File: config.mk
export PLATFORM = sky130hd
export DESIGN_NAME = ocs_regs
export DESIGN_NICKNAME = d
export VERILOG_FILES = /design/src/hdl/ocs_pkg.sv /design/src/hdl/ocs_regs.sv /design/src/hdl/ocs_serial_port.sv
export SDC_FILE = /design/constraint.sdc
export NUM_CORES = 1
export LEC_CHECK = 0
export BUFFER_PORTS_ARGS = -buffer_cell sky130_fd_sc_hd__buf_2
export CELL_PAD_IN_SITES_DETAIL_PLACEMENT = 1
export CELL_PAD_IN_SITES_GLOBAL_PLACEMENT = 1
export CORE_AREA = 2 2 150 152
export DETAILED_ROUTE_END_ITERATION = 16
export DIE_AREA = 0 0 152 154
export GPL_TIMING_DRIVEN = 0
export HOLD_SLACK_MARGIN = 0.05
export PLACE_DENSITY_LB_ADDON = 0.1
export SLEW_MARGIN = 20
export SYNTH_ARGS = -nofsm -noshare
export SYNTH_HDL_FRONTEND = slang
export SYNTH_SLANG_ARGS = --single-unit
File: constraint.sdc
create_clock -name sys_clk -period 3.5 [get_ports sys_clk]
set_input_delay 0.525 -clock sys_clk [delete_from_list [all_inputs] [get_ports sys_clk]]
set_output_delay 0.525 -clock sys_clk [all_outputs]
set_load 0.05 [all_outputs]
File: src/hdl/ocs_pkg.sv
package ocs_pkg;
  // ---------------------------------------------------------------
  // register map
  // ---------------------------------------------------------------
  localparam logic [7:0] ADDR_A0   = 8'h28;
  localparam logic [7:0] ADDR_A1   = 8'h29;
  localparam logic [7:0] ADDR_A2   = 8'h2A;
  localparam logic [7:0] ADDR_B0   = 8'h30;
  localparam logic [7:0] ADDR_B1   = 8'h31;
  localparam logic [7:0] ADDR_B2   = 8'h32;
  localparam logic [7:0] ADDR_C0   = 8'h38;
  localparam logic [7:0] ADDR_C1   = 8'h39;
  localparam logic [7:0] ADDR_D0   = 8'h40;
  localparam logic [7:0] ADDR_D1   = 8'h41;
  localparam logic [7:0] ADDR_AUX  = 8'h4B;
  localparam logic [7:0] ADDR_IE   = 8'h4C;
  localparam logic [7:0] ADDR_LS   = 8'h50;
  localparam logic [7:0] ADDR_ST   = 8'h51;
  localparam logic [7:0] ADDR_CAL  = 8'h53;
  localparam int         NUM_CH    = 10;
  // ---------------------------------------------------------------
  // field positions
  // ---------------------------------------------------------------
  localparam int POS_PD      = 7;
  localparam int POS_STYLE   = 4;
  localparam int POS_AUXSTY  = 4;
  localparam int POS_AMP     = 2;
  localparam int POS_SEL     = 6;
  localparam int POS_CAL     = 2;
  localparam int NUM_EVT     = 6;
  // ---------------------------------------------------------------
  // reset values and writable bit masks
  // ---------------------------------------------------------------
  localparam logic [7:0] RST_CH    = 8'h04;  // powered up, lvds, amp 01
  localparam logic [7:0] RST_AUX   = 8'h20;  // powered up, cmos 10, amp 00
  localparam logic [7:0] MASK_CH   = 8'h9C;
  localparam logic [7:0] MASK_AUX  = 8'hBC;
  localparam logic [5:0] RST_IE    = 6'h00;
  localparam logic [5:0] RST_LS    = 6'h3F;  // no event seen
  // serial port command bit: 1 = read
  localparam int SPI_BITS    = 16;
  localparam logic [3:0] SPI_LAST = 4'hF;
  typedef enum logic [2:0] {
    SP_IDLE = 3'b001,
    SP_SHFT = 3'b010,
    SP_DONE = 3'b100
  } ocs_sp_t;
endpackage

File: src/hdl/ocs_regs.sv
`timescale 1ns/1ps
`default_nettype none
// Summary of operation
// - every output has a power-down bit, default 0 powered up, 1 down
// - channel format bit defaults 0 for LVDS, 1 selects LVPECL
// - aux format field defaults 10; 00 LVDS, 01 LVPECL, 1x CMOS
// - six enables, default 0, gate the six latched events onto the pin
// - synthesizer lock latch reads 0 after any lock loss since clear
// - writing 1 to a latched bit clears it and its pending interrupt
// - reference latch reads 0 if reference lost since clear
// - holdover latch reads 0 if holdover entered since clear
// - live status follows conditions; select bit shows chosen input
module ocs_regs (
  input  wire logic        sys_clk,        // system clock
  input  wire logic        arst_n,         // async reset, active low
  input  wire logic        clk_en,         // freezes all state when low
  input  wire logic        spi_sclk,       // serial port clock pin
  input  wire logic        spi_cs_n,       // serial port select pin
  input  wire logic        spi_sdi,        // serial data in pin
  output logic             spi_sdo,        // serial data out
  output logic             spi_sdo_oe_n,   // low while driving sdo
  input  wire logic        synth_lock_n,   // synth pll lost lock, active low live
  input  wire logic        jit_lock_n,     // jitter pll lost lock, active low live
  input  wire logic        ref_ok,         // reference present
  input  wire logic        hold_n,         // low while in holdover
  input  wire logic [1:0]  input_ok,       // input activity, 1 = active
  input  wire logic        selected_input_live, // chosen input
  input  wire logic        synth_calibration_active, // calibration running
  output logic [9:0]       output_powerdown,  // channel power-down
  output logic [9:0]       channel_style,     // channel format, 1 = lvpecl
  output logic [19:0]      channel_amp,       // channel amplitude codes
  output logic             aux_powerdown,     // aux power-down
  output logic [1:0]       aux_style,         // aux format code
  output logic [1:0]       aux_amp,           // aux amplitude code
  output logic             interrupt_out_n    // interrupt, active low
);
  localparam int NUM_CFG = ocs_pkg::NUM_CH + 1;
  typedef struct packed {
    logic [2:0]  s1;   // first sync stage sclk, cs_n, sdi
    logic [2:0]  s2;   // second sync stage
    logic [13:0] c1;   // first sync stage of status inputs
    logic [13:0] c2;   // second sync stage
    logic [NUM_CFG*8-1:0] cfg;
    logic [5:0]  ie;
    logic [5:0]  ls;   // 1 = no event
    logic [7:0]  live;
    logic [7:0]  cal;
    logic        irq_n;
    logic [9:0]  pd;
    logic [9:0]  sty;
    logic [19:0] amp;
    logic        apd;
    logic [1:0]  asty;
    logic [1:0]  aamp;
  } ocs_regs_state_t;
  localparam logic [7:0] CFG_ADDR [NUM_CFG] = '{ocs_pkg::ADDR_A0, ocs_pkg::ADDR_A1,
    ocs_pkg::ADDR_A2, ocs_pkg::ADDR_B0, ocs_pkg::ADDR_B1, ocs_pkg::ADDR_B2,
    ocs_pkg::ADDR_C0, ocs_pkg::ADDR_C1, ocs_pkg::ADDR_D0, ocs_pkg::ADDR_D1,
    ocs_pkg::ADDR_AUX};

  ocs_regs_state_t s_q, s_d;
  logic [7:0] p_addr;
  logic [7:0] p_wdata;
  logic       p_wr;
  logic [7:0] p_rdata;
  logic [5:0] evt;

  // ---------------------------------------------------------------
  // serial command port
  // ---------------------------------------------------------------
  ocs_serial_port u_port (
    .sys_clk  (sys_clk),
    .arst_n   (arst_n),
    .clk_en   (clk_en),
    .sclk_s   (s_q.s2[2]),
    .cs_n_s   (s_q.s2[1]),
    .sdi_s    (s_q.s2[0]),
    .rdata    (p_rdata),
    .addr     (p_addr),
    .wdata    (p_wdata),
    .wr_stb   (p_wr),
    .sdo      (spi_sdo),
    .sdo_oe_n (spi_sdo_oe_n)
  );

  // index of a configuration register, NUM_CFG when unmapped
  function automatic int cfg_index(input logic [7:0] a);
    int r;
    r = NUM_CFG;
    for (int i = 0; i < NUM_CFG; i++) begin
      if (a == CFG_ADDR[i]) r = i;
    end
    return r;
  endfunction

  // writable bit mask of a configuration register
  function automatic logic [7:0] cfg_mask(input int i);
    return (i == NUM_CFG - 1) ? ocs_pkg::MASK_AUX : ocs_pkg::MASK_CH;
  endfunction

  // ---------------------------------------------------------------
  // read mux, reserved bits read zero
  // ---------------------------------------------------------------
  always_comb begin
    int k;
    k = cfg_index(p_addr);
    p_rdata = 8'h00;
    if (k < NUM_CFG) p_rdata = s_q.cfg[k*8 +: 8];
    else if (p_addr == ocs_pkg::ADDR_IE) p_rdata = {2'b00, s_q.ie};
    else if (p_addr == ocs_pkg::ADDR_LS) p_rdata = {2'b00, s_q.ls};
    else if (p_addr == ocs_pkg::ADDR_ST) p_rdata = s_q.live;
    else if (p_addr == ocs_pkg::ADDR_CAL) p_rdata = s_q.cal;
  end

  // ---------------------------------------------------------------
  // next state
  // ---------------------------------------------------------------
  always_comb begin
    int k;
    k = cfg_index(p_addr);
    s_d = s_q;
    s_d.s1 = {spi_sclk, spi_cs_n, spi_sdi};
    s_d.s2 = s_q.s1;
    s_d.c1 = {selected_input_live, synth_calibration_active, synth_lock_n,
              jit_lock_n, ref_ok, hold_n, input_ok, 6'h00};
    s_d.c2 = s_q.c1;
    // raw events: bit order lolf, lolv, ref, hold, in1, in0
    evt = ~s_q.c2[11:6];
    // configuration writes keep reserved bits at zero
    if (p_wr && k < NUM_CFG) s_d.cfg[k*8 +: 8] = p_wdata & cfg_mask(k);
    if (p_wr && p_addr == ocs_pkg::ADDR_IE) s_d.ie = p_wdata[5:0];
    // write 1 clears, a simultaneous event wins
    if (p_wr && p_addr == ocs_pkg::ADDR_LS) s_d.ls = s_q.ls | p_wdata[5:0];
    s_d.ls = s_d.ls & ~evt;
    s_d.live = {1'b0, s_q.c2[13], s_q.c2[11:6]};
    s_d.cal = {5'h00, s_q.c2[12], 2'b00};
    s_d.irq_n = ~|(s_q.ie & ~s_q.ls);
    // decoded field outputs
    for (int i = 0; i < ocs_pkg::NUM_CH; i++) begin
      s_d.pd[i] = s_q.cfg[i*8 + ocs_pkg::POS_PD];
      s_d.sty[i] = s_q.cfg[i*8 + ocs_pkg::POS_STYLE];
      s_d.amp[i*2 +: 2] = s_q.cfg[i*8 + ocs_pkg::POS_AMP +: 2];
    end
    s_d.apd = s_q.cfg[(NUM_CFG-1)*8 + ocs_pkg::POS_PD];
    s_d.asty = s_q.cfg[(NUM_CFG-1)*8 + ocs_pkg::POS_AUXSTY +: 2];
    s_d.aamp = s_q.cfg[(NUM_CFG-1)*8 + ocs_pkg::POS_AMP +: 2];
  end

  // ---------------------------------------------------------------
  // state register
  // ---------------------------------------------------------------
  always_ff @(posedge sys_clk or negedge arst_n) begin
    if (!arst_n) begin
      // status sync stages start at their no-event levels, so no false event follows reset
      s_q <= '{s1: 3'b010, s2: 3'b010,
               c1: {2'b00, ocs_pkg::RST_LS, 6'h00}, c2: {2'b00, ocs_pkg::RST_LS, 6'h00},
               cfg: {ocs_pkg::RST_AUX, {ocs_pkg::NUM_CH{ocs_pkg::RST_CH}}},
               ie: ocs_pkg::RST_IE, ls: ocs_pkg::RST_LS, live: 8'h00,
               cal: 8'h00, irq_n: 1'b1, pd: 10'h000, sty: 10'h000,
               amp: {ocs_pkg::NUM_CH{2'b01}}, apd: 1'b0, asty: 2'b10,
               aamp: 2'b00};
    end else if (clk_en) begin
      s_q <= s_d;
    end
  end

  // ---------------------------------------------------------------
  // outputs
  // ---------------------------------------------------------------
  assign output_powerdown = s_q.pd;
  assign channel_style = s_q.sty;
  assign channel_amp = s_q.amp;
  assign aux_powerdown = s_q.apd;
  assign aux_style = s_q.asty;
  assign aux_amp = s_q.aamp;
  assign interrupt_out_n = s_q.irq_n;
endmodule
`default_nettype wire

File: src/hdl/ocs_serial_port.sv
`timescale 1ns/1ps
`default_nettype none
// serial command port: 1 r/w bit, 7 address bits, 8 data bits, msb first
module ocs_serial_port (
  input  wire logic       sys_clk,   // system clock
  input  wire logic       arst_n,    // async reset, active low
  input  wire logic       clk_en,    // freezes state when low
  input  wire logic       sclk_s,    // synchronised serial clock
  input  wire logic       cs_n_s,    // synchronised chip select, active low
  input  wire logic       sdi_s,     // synchronised serial data in
  input  wire logic [7:0] rdata,     // read data for address
  output logic [7:0]      addr,      // register address
  output logic [7:0]      wdata,     // write data
  output logic            wr_stb,    // one-cycle write pulse
  output logic            sdo,       // serial data out
  output logic            sdo_oe_n   // low while driving sdo
);
  typedef struct packed {
    ocs_pkg::ocs_sp_t st;
    logic [3:0]       cnt;
    logic             sclk_p;
    logic             rd;
    logic [7:0]       addr;
    logic [7:0]       sh;
    logic [7:0]       tx;
    logic             wr;
    logic             sdo;
    logic             oe_n;
  } ocs_sp_state_t;
  ocs_sp_state_t s_q, s_d;
  logic rise;
  logic fall;

  // -------------------------------------------------------------
  // next state
  // -------------------------------------------------------------
  always_comb begin
    s_d = s_q;
    rise = sclk_s & ~s_q.sclk_p;
    fall = ~sclk_s & s_q.sclk_p;
    s_d.sclk_p = sclk_s;
    s_d.wr = 1'b0;
    case (s_q.st)
      ocs_pkg::SP_IDLE: begin
        s_d.cnt = 4'h0;
        s_d.oe_n = 1'b1;
        if (!cs_n_s) s_d.st = ocs_pkg::SP_SHFT;
      end
      ocs_pkg::SP_SHFT: begin
        if (cs_n_s) begin
          s_d.st = ocs_pkg::SP_IDLE;
        end else if (rise) begin
          s_d.sh = {s_q.sh[6:0], sdi_s};
          s_d.cnt = s_q.cnt + 4'h1;
          if (s_q.cnt == 4'h0) s_d.rd = sdi_s;
          if (s_q.cnt == 4'h7) s_d.addr = {1'b0, s_q.sh[5:0], sdi_s};
          if (s_q.cnt == ocs_pkg::SPI_LAST) begin
            s_d.wr = ~s_q.rd;
            s_d.st = ocs_pkg::SP_DONE;
          end
        end else if (fall && s_q.rd && s_q.cnt >= 4'h8) begin
          s_d.oe_n = 1'b0;
          s_d.sdo = s_q.tx[7];
          s_d.tx = {s_q.tx[6:0], 1'b0};
        end
        // load read data once the address is complete
        if (s_q.cnt == 4'h8 && !rise && !fall && s_q.oe_n) s_d.tx = rdata;
      end
      ocs_pkg::SP_DONE: begin
        if (cs_n_s) s_d.st = ocs_pkg::SP_IDLE;
      end
      default: s_d.st = ocs_pkg::SP_IDLE;
    endcase
  end

  // -------------------------------------------------------------
  // state register
  // -------------------------------------------------------------
  always_ff @(posedge sys_clk or negedge arst_n) begin
    if (!arst_n) begin
      s_q <= '{st: ocs_pkg::SP_IDLE, cnt: 4'h0, sclk_p: 1'b0, rd: 1'b0,
               addr: 8'h00, sh: 8'h00, tx: 8'h00, wr: 1'b0, sdo: 1'b0,
               oe_n: 1'b1};
    end else if (clk_en) begin
      s_q <= s_d;
    end
  end

  assign addr = s_q.addr;
  assign wdata = s_q.sh;
  assign wr_stb = s_q.wr;
  assign sdo = s_q.sdo;
  assign sdo_oe_n = s_q.oe_n;
endmodule
`default_nettype wire

# --- Yosys cells after proc, flatten, opt, wreduce, memory -nomap -nowiden ---
# Index checks and enable logic that the tools add are counted.
totals:
  register_bits: 211
  latchBits: 0
  ram_bits: 0
  rom_bits: 0
  in_bits: 14
  output_inout_bits: 48
  word_cells: 141
  mem_count: 0
classes:
  add_sub_neg: 2
  multipliers: 0
  div_mod_pow: 0
  order_cmp: 2
  n_eq_ne: 32
  n_shift: 3
  mux: 37
  bitwise_logic: 14
  n_reduce_logical: 25
op_table:
  columns: ["cell", "count"]
  rows:
  - ["$mux 32", 9]
  - ["$bwmux 88", 1]
  - ["$shift 8x33->88 const A", 1]
  - ["$shiftx 8x33->88", 1]
  - ["$shiftx 88x32->8", 1]
  - ["$eq 7x6->1 const B", 8]
  - ["$eq 7x7->1 const B", 7]
  - ["$neg 32->33", 1]
  - ["$eq 32x5->1 const B", 1]
  - ["$lt 32x5->1 const B", 1]
  - ["$mux 8", 4]
  - ["$reduce_and 5->1", 6]
  - ["$mux 7", 4]
  - ["$not 6->6", 3]
  - ["$mux 3", 5]
  - ["$and 6x6->6", 2]
  - ["$mux 4", 3]
  - ["$mux 6", 2]
  - ["$mux 11", 1]
  - ["$ne 2x2->1 const B", 5]
  - ["$pmux 3 s3", 1]
  - ["$and 8x8->8", 1]
  - ["$eq 4x4->1 const B", 2]
  - ["$logic_and 1x1->1", 8]
  - ["other kinds (21)", 37]

# --- Longest topological paths before layout ---
depth:
  word_depth: 17
  depth_mapped: 16
  depth_no_buf: 11

# --- Cells and area by module ---
# From an unflattened synthesis, not the netlist that was laid out.
unflattened:
  hier_cells: 784
  hier_area_um2: 8892.3
by_module_without_submodules:
  columns: ["module", "instances", "cells_each", "area_each_um2", "seq_area_each_um2"]
  rows:
  - ["ocs_regs", 1, 637, 7091.8, 3632.2]
  - ["ocs_serial_port", 1, 147, 1800.5, 878.3]

# --- Worst setup path after synthesis ---
# OpenSTA, ideal clock, no wires.
synth_path:
  kind: "reg2reg"
  startpoint: "register u_port.s_q (netlist bit u_port.addr[4])"
  endpoint: "register s_q (netlist bit s_d[24])"
  setup_time_ns: 0.125
  arrival_time_ns: 3.459
  required_time_ns: 3.375
  slack_ns: -0.085
  stages_incl_launch_ff: 17
  path_buffers: 5
  period_less_slack_ns: 3.585
  path_cell_list: "dfrtp_1 buf_6 and4bb_2 and4bb_2 a211oi_1 and2_1 inv_2 buf_2 buf_2 ha_1 clkbuf_1 a211oi_2 a21oi_1 or3_1 or3_1 buf_2 mux2_4"
synth_via:
  elab_chain_cells: 17
  word_cells_on_any_way: 32
  cone_classes: "1 x add/sub; 1 x order compare; 12 x eq/ne; 2 x shift; 13 x mux; 1 x bitwise; 2 x reduce/logical"
synth_rtl:
  columns: ["item", "line", "text"]
  rows:
  - ["start, declared", "ocs_serial_port.sv:30", "ocs_sp_state_t s_q, s_d;"]
  - ["start signal, assigned", "ocs_serial_port.sv:81", "s_q <= '{st: ocs_pkg::SP_IDLE, cnt: 4'h0, sclk_p: 1'b0, rd: 1'b0,"]
  - ["$eq 7x6->1", "ocs_regs.sv:91", "if (a == CFG_ADDR[i]) r = i;"]
  - ["$mux 4", "ocs_regs.sv:91", null]
  - ["$mux 4", null, null]
  - ["$mux 32 (8 in a row)", null, null]
  - ["$mux 32 (*)", null, null]
  - ["branches (longest 5 deep; another with $neg 32->33)", null, null]
  - ["end signal, assigned", "ocs_regs.sv:155", "s_q <= '{s1: 3'b010, s2: 3'b010,"]
  - ["end, declared", "ocs_regs.sv:61", "ocs_regs_state_t s_q, s_d;"]
# Every way passes the cells marked *.
# A chain may end at the register's enable or synchronous reset.

# --- Worst setup path after layout ---
layout_path:
  startpoint: "register u_port.s_q (netlist bit u_port.addr[3])"
  endpoint: "register s_q (netlist bit s_d[26])"
# Same word-level chain as after synthesis.

==> run_results.csv <==
group,metric,value,unit
drt,vias,6340,
pwr,pwr_density_cell,449.8,mW/mm2
global_routing,grt_max_degree,97,
timing,slew_headroom,27.93,%
place,hpwl,17.98,mm
global_routing,grt_use_total,21.93,%
layout,nets,898,
synth,ys.flop_type,"dfrtp_1",
layout,area_growth,19.80,%
floorplanning,die-area,0.02341,mm2
clock_tree,cts_tree,"done",
synth,yosysUniqueCellTypes,66,
floorplanning,start_util,39.66,%
drt,routedWlPerCell,21.32,um
timing,tightest_slew,1.066,ns
setup_path,critical_path_class,"reg -> reg",
clock_tree,cts-root-buf,"clkbuf_16",
clock_tree,clk_latency,0.45,ns
global_routing,grt_pass1_vias,6727,
global_routing,antenna_found_initial,0,
floorplanning,die_y,154,um
setup_path,worst_setup_path_start_kind,"flip-flop",
timing,clock_skew,0.01137,ns
job,max_cap_viol_count,0,
synth,ys_warn_count,0,
layout,antennaDiodeCount,0,
pwr,p_total,4.636,mW
pwr,leakage,4.717,nW
timing,fin_ws,0.1076,ns
place,place_ws,-1.169,ns
synth,synth-seq-cells,178,
floorplanning,fp.coreArea,0.02169,mm2
drt,drt_wl_total,24.96,mm
timing,finalSetupViolCount,0,
setup_path,path_max_fanout,6,
drt,route.detailed.drc,0,
drt,via_per_inst,5.414,
layout,fin_cells,1171,
synth,yosysSeqAreaShare,52.44,%
drt,drt_iter0_drc,274,
synth,async_reset_ff_share,100.0,%
setup_path,cp-end-kind,"flip-flop",
synth,synth_edf_count,0,
clock_tree,hold_buffers,0,
drt,ant_nets,0,
floorplanning,die_x,152,um
setup_path,crit_arrival,3.73,ns
timing,finalHoldViolCount,0,
synth,netlist_area,0.008602,mm2
place,gp_congestion,0.8998,
timing,post-route-period-util,96.92,%
clock_tree,htreeDepth,4,
timing,fin_crit,3.392,ns
floorplanning,rows,54,
layout,final_area,0.01030,mm2
clock_tree,cts_num_sinks,178,
clock_tree,cts_buffer_depth,2,
floorplanning,ioPinCount,62,
global_routing,overflow,0,
drt,firstDrtPassIters,4,
timing,drv_slew,0,
outcome,status,"finished clean",
hold_path,hold_path_class,"in -> async",
timing,hold-worst-slack,0.05110,ns
place,port_buffers,60,
setup_path,required,3.84,ns
place,dp.cells,1124,
pwr,max-vdd-ir-drop,0.3285,mV
synth,synth_cells,783,
clock_tree,clk_pin_slew,0.08,ns
global_routing,grt_pass1_wl,39.39,mm
layout,layout-drive-gt1-share,40.52,%
place,postPlaceCellArea,0.009304,mm2
clock_tree,cts_made_buffers,17,
synth,avgSynthCellArea,10.99,um2
synth,synth_fp_nets,803,
timing,clock.fmax,294.8,MHz
==> worst max-delay path: stages, from the launching register on <==
cell	delay, ns
dfrtp_1	0.39
buf_4	0.15
or3b_4	0.41
a2111oi_4	0.29
buf_4	0.20
nor2_4	0.07
buf_8	0.17
ha_4	0.17
a211oi_4	0.20
a21oi_2	0.06
buf_4	0.14
nor3_1	0.34
nand3_2	0.32
mux2_2	0.36
==> per-stage QoR <==
| step | utilization [%] | TNS, ns |
|---|---|---|
| floorplan | - | 0 |
| global placement | 42.70 | -154.27 |
| detailed placement | 42.90 | -37.27 |
| CTS | 46.91 | 0 |
| global route | 47.51 | -0.07260 |
| finish | 47.51 | 0 |
==> layout make-up <==
type	count	area (um2)
Timing Repair Buffer	85	518.0
Sequential cell	178	4512
Buffer	76	521.8
Fill cell	2339	11380
Tap cell	280	350.3
Clock inverter	15	214.0
Multi-Input combinational cell	492	3654
Inverter	28	110.1
Clock buffer	17	425.4
==> Yosys cell counts, drive strengths merged (8+ instances only) <==
cell	instances	share of area [%]
o21ai	51	3.0
o31ai	12	1.0
a21oi	30	1.7
nand3	16	0.93
a31oi	10	0.73
nand2	96	4.2
nor2b	8	0.58
nor3	14	0.87
nor2	23	1.0
inv	28	1.2
clkbuf	28	1.2
and2	8	0.58
buf	57	4.7
dfrtp	133	39
or3	9	0.65
mux2	110	15
dfstp	45	14
==> what timing repair did <==
item | CTS | global route
setup endpoints to repair | 59 | 54
buffers inserted | 12 | 12
pin swaps | 7 | 6
gates resized for setup | 39 | 14
==> cells in the final DEF (no fill, tap or decap), drive strengths merged, types with 16 or more instances in the layout <==
cell type  count
buf          142
inv           36
clkbuf        36
o21ai         51
dfstp         45
nor2          23
dfrtp        133
nand2         96
nand3         16
mux2         110
a21oi         30
==> routing by layer <==
metal  track usage (%)  share of wire [%]  vias to the layer above
li1                  -                  -                     2927
met1             27.98                 43                     3225
met2             37.17                 50                      144
met3             2.790                3.7                       44
met4             10.46                3.7                        0
met5                 0                  0                        -
==> path summary, 6_finish.rpt <==
| kind | slack, ns | endpoint | cells past startpoint | startpoint |
|---|---|---|---|---|
| min in group sys_clk | 0.30 | s_d[171] | 2 | ref_ok |
| max reg2reg | 0.11 | s_d[26] | 13 | u_port.addr[3] |
| min reg2reg | 0.48 | u_port.s_q[9] | 2 | u_port.s_q[9] |
| max | 0.11 | s_d[26] | 13 | u_port.addr[3] |
| min | 0.05 | u_port.s_q[31] | 1 | arst_n |
| max in group asynchronous | 2.54 | s_d[7] | 2 | arst_n |
==> flip-flops by register name, indices dropped and copies added, names as in the netlist, 2 cells and up <==
signal            count
u_port.s_q           17
s_d                  64
output_powerdown     10
s_q                  33
u_port.addr           7
u_port.wdata          8
channel_amp          20
aux_amp               2
aux_style             2
channel_style        10
==> cell families after synthesis <==
logic type | Yosys count | share of synthesized area [%]
AOI/OAI and AO/OA | 153 | 11.45
xor gates and xnor gates | 4 | 0.4073
adders and majority gates | 6 | 0.8727
buffers and inverters | 113 | 7.098
DFF | 178 | 52.44
muxes | 117 | 15.43
and+or+nand+nor | 212 | 12.31
==> where the power goes <==
| part | total [mW] | switching, mW | internal, mW |
|---|---|---|---|
| registers | 2.24 | 0.0812 | 2.16 |
| clock network | 2.09 | 0.926 | 1.16 |
| logic | 0.306 | 0.188 | 0.118 |
No activity file was read; power rests on OpenSTA's default activity.
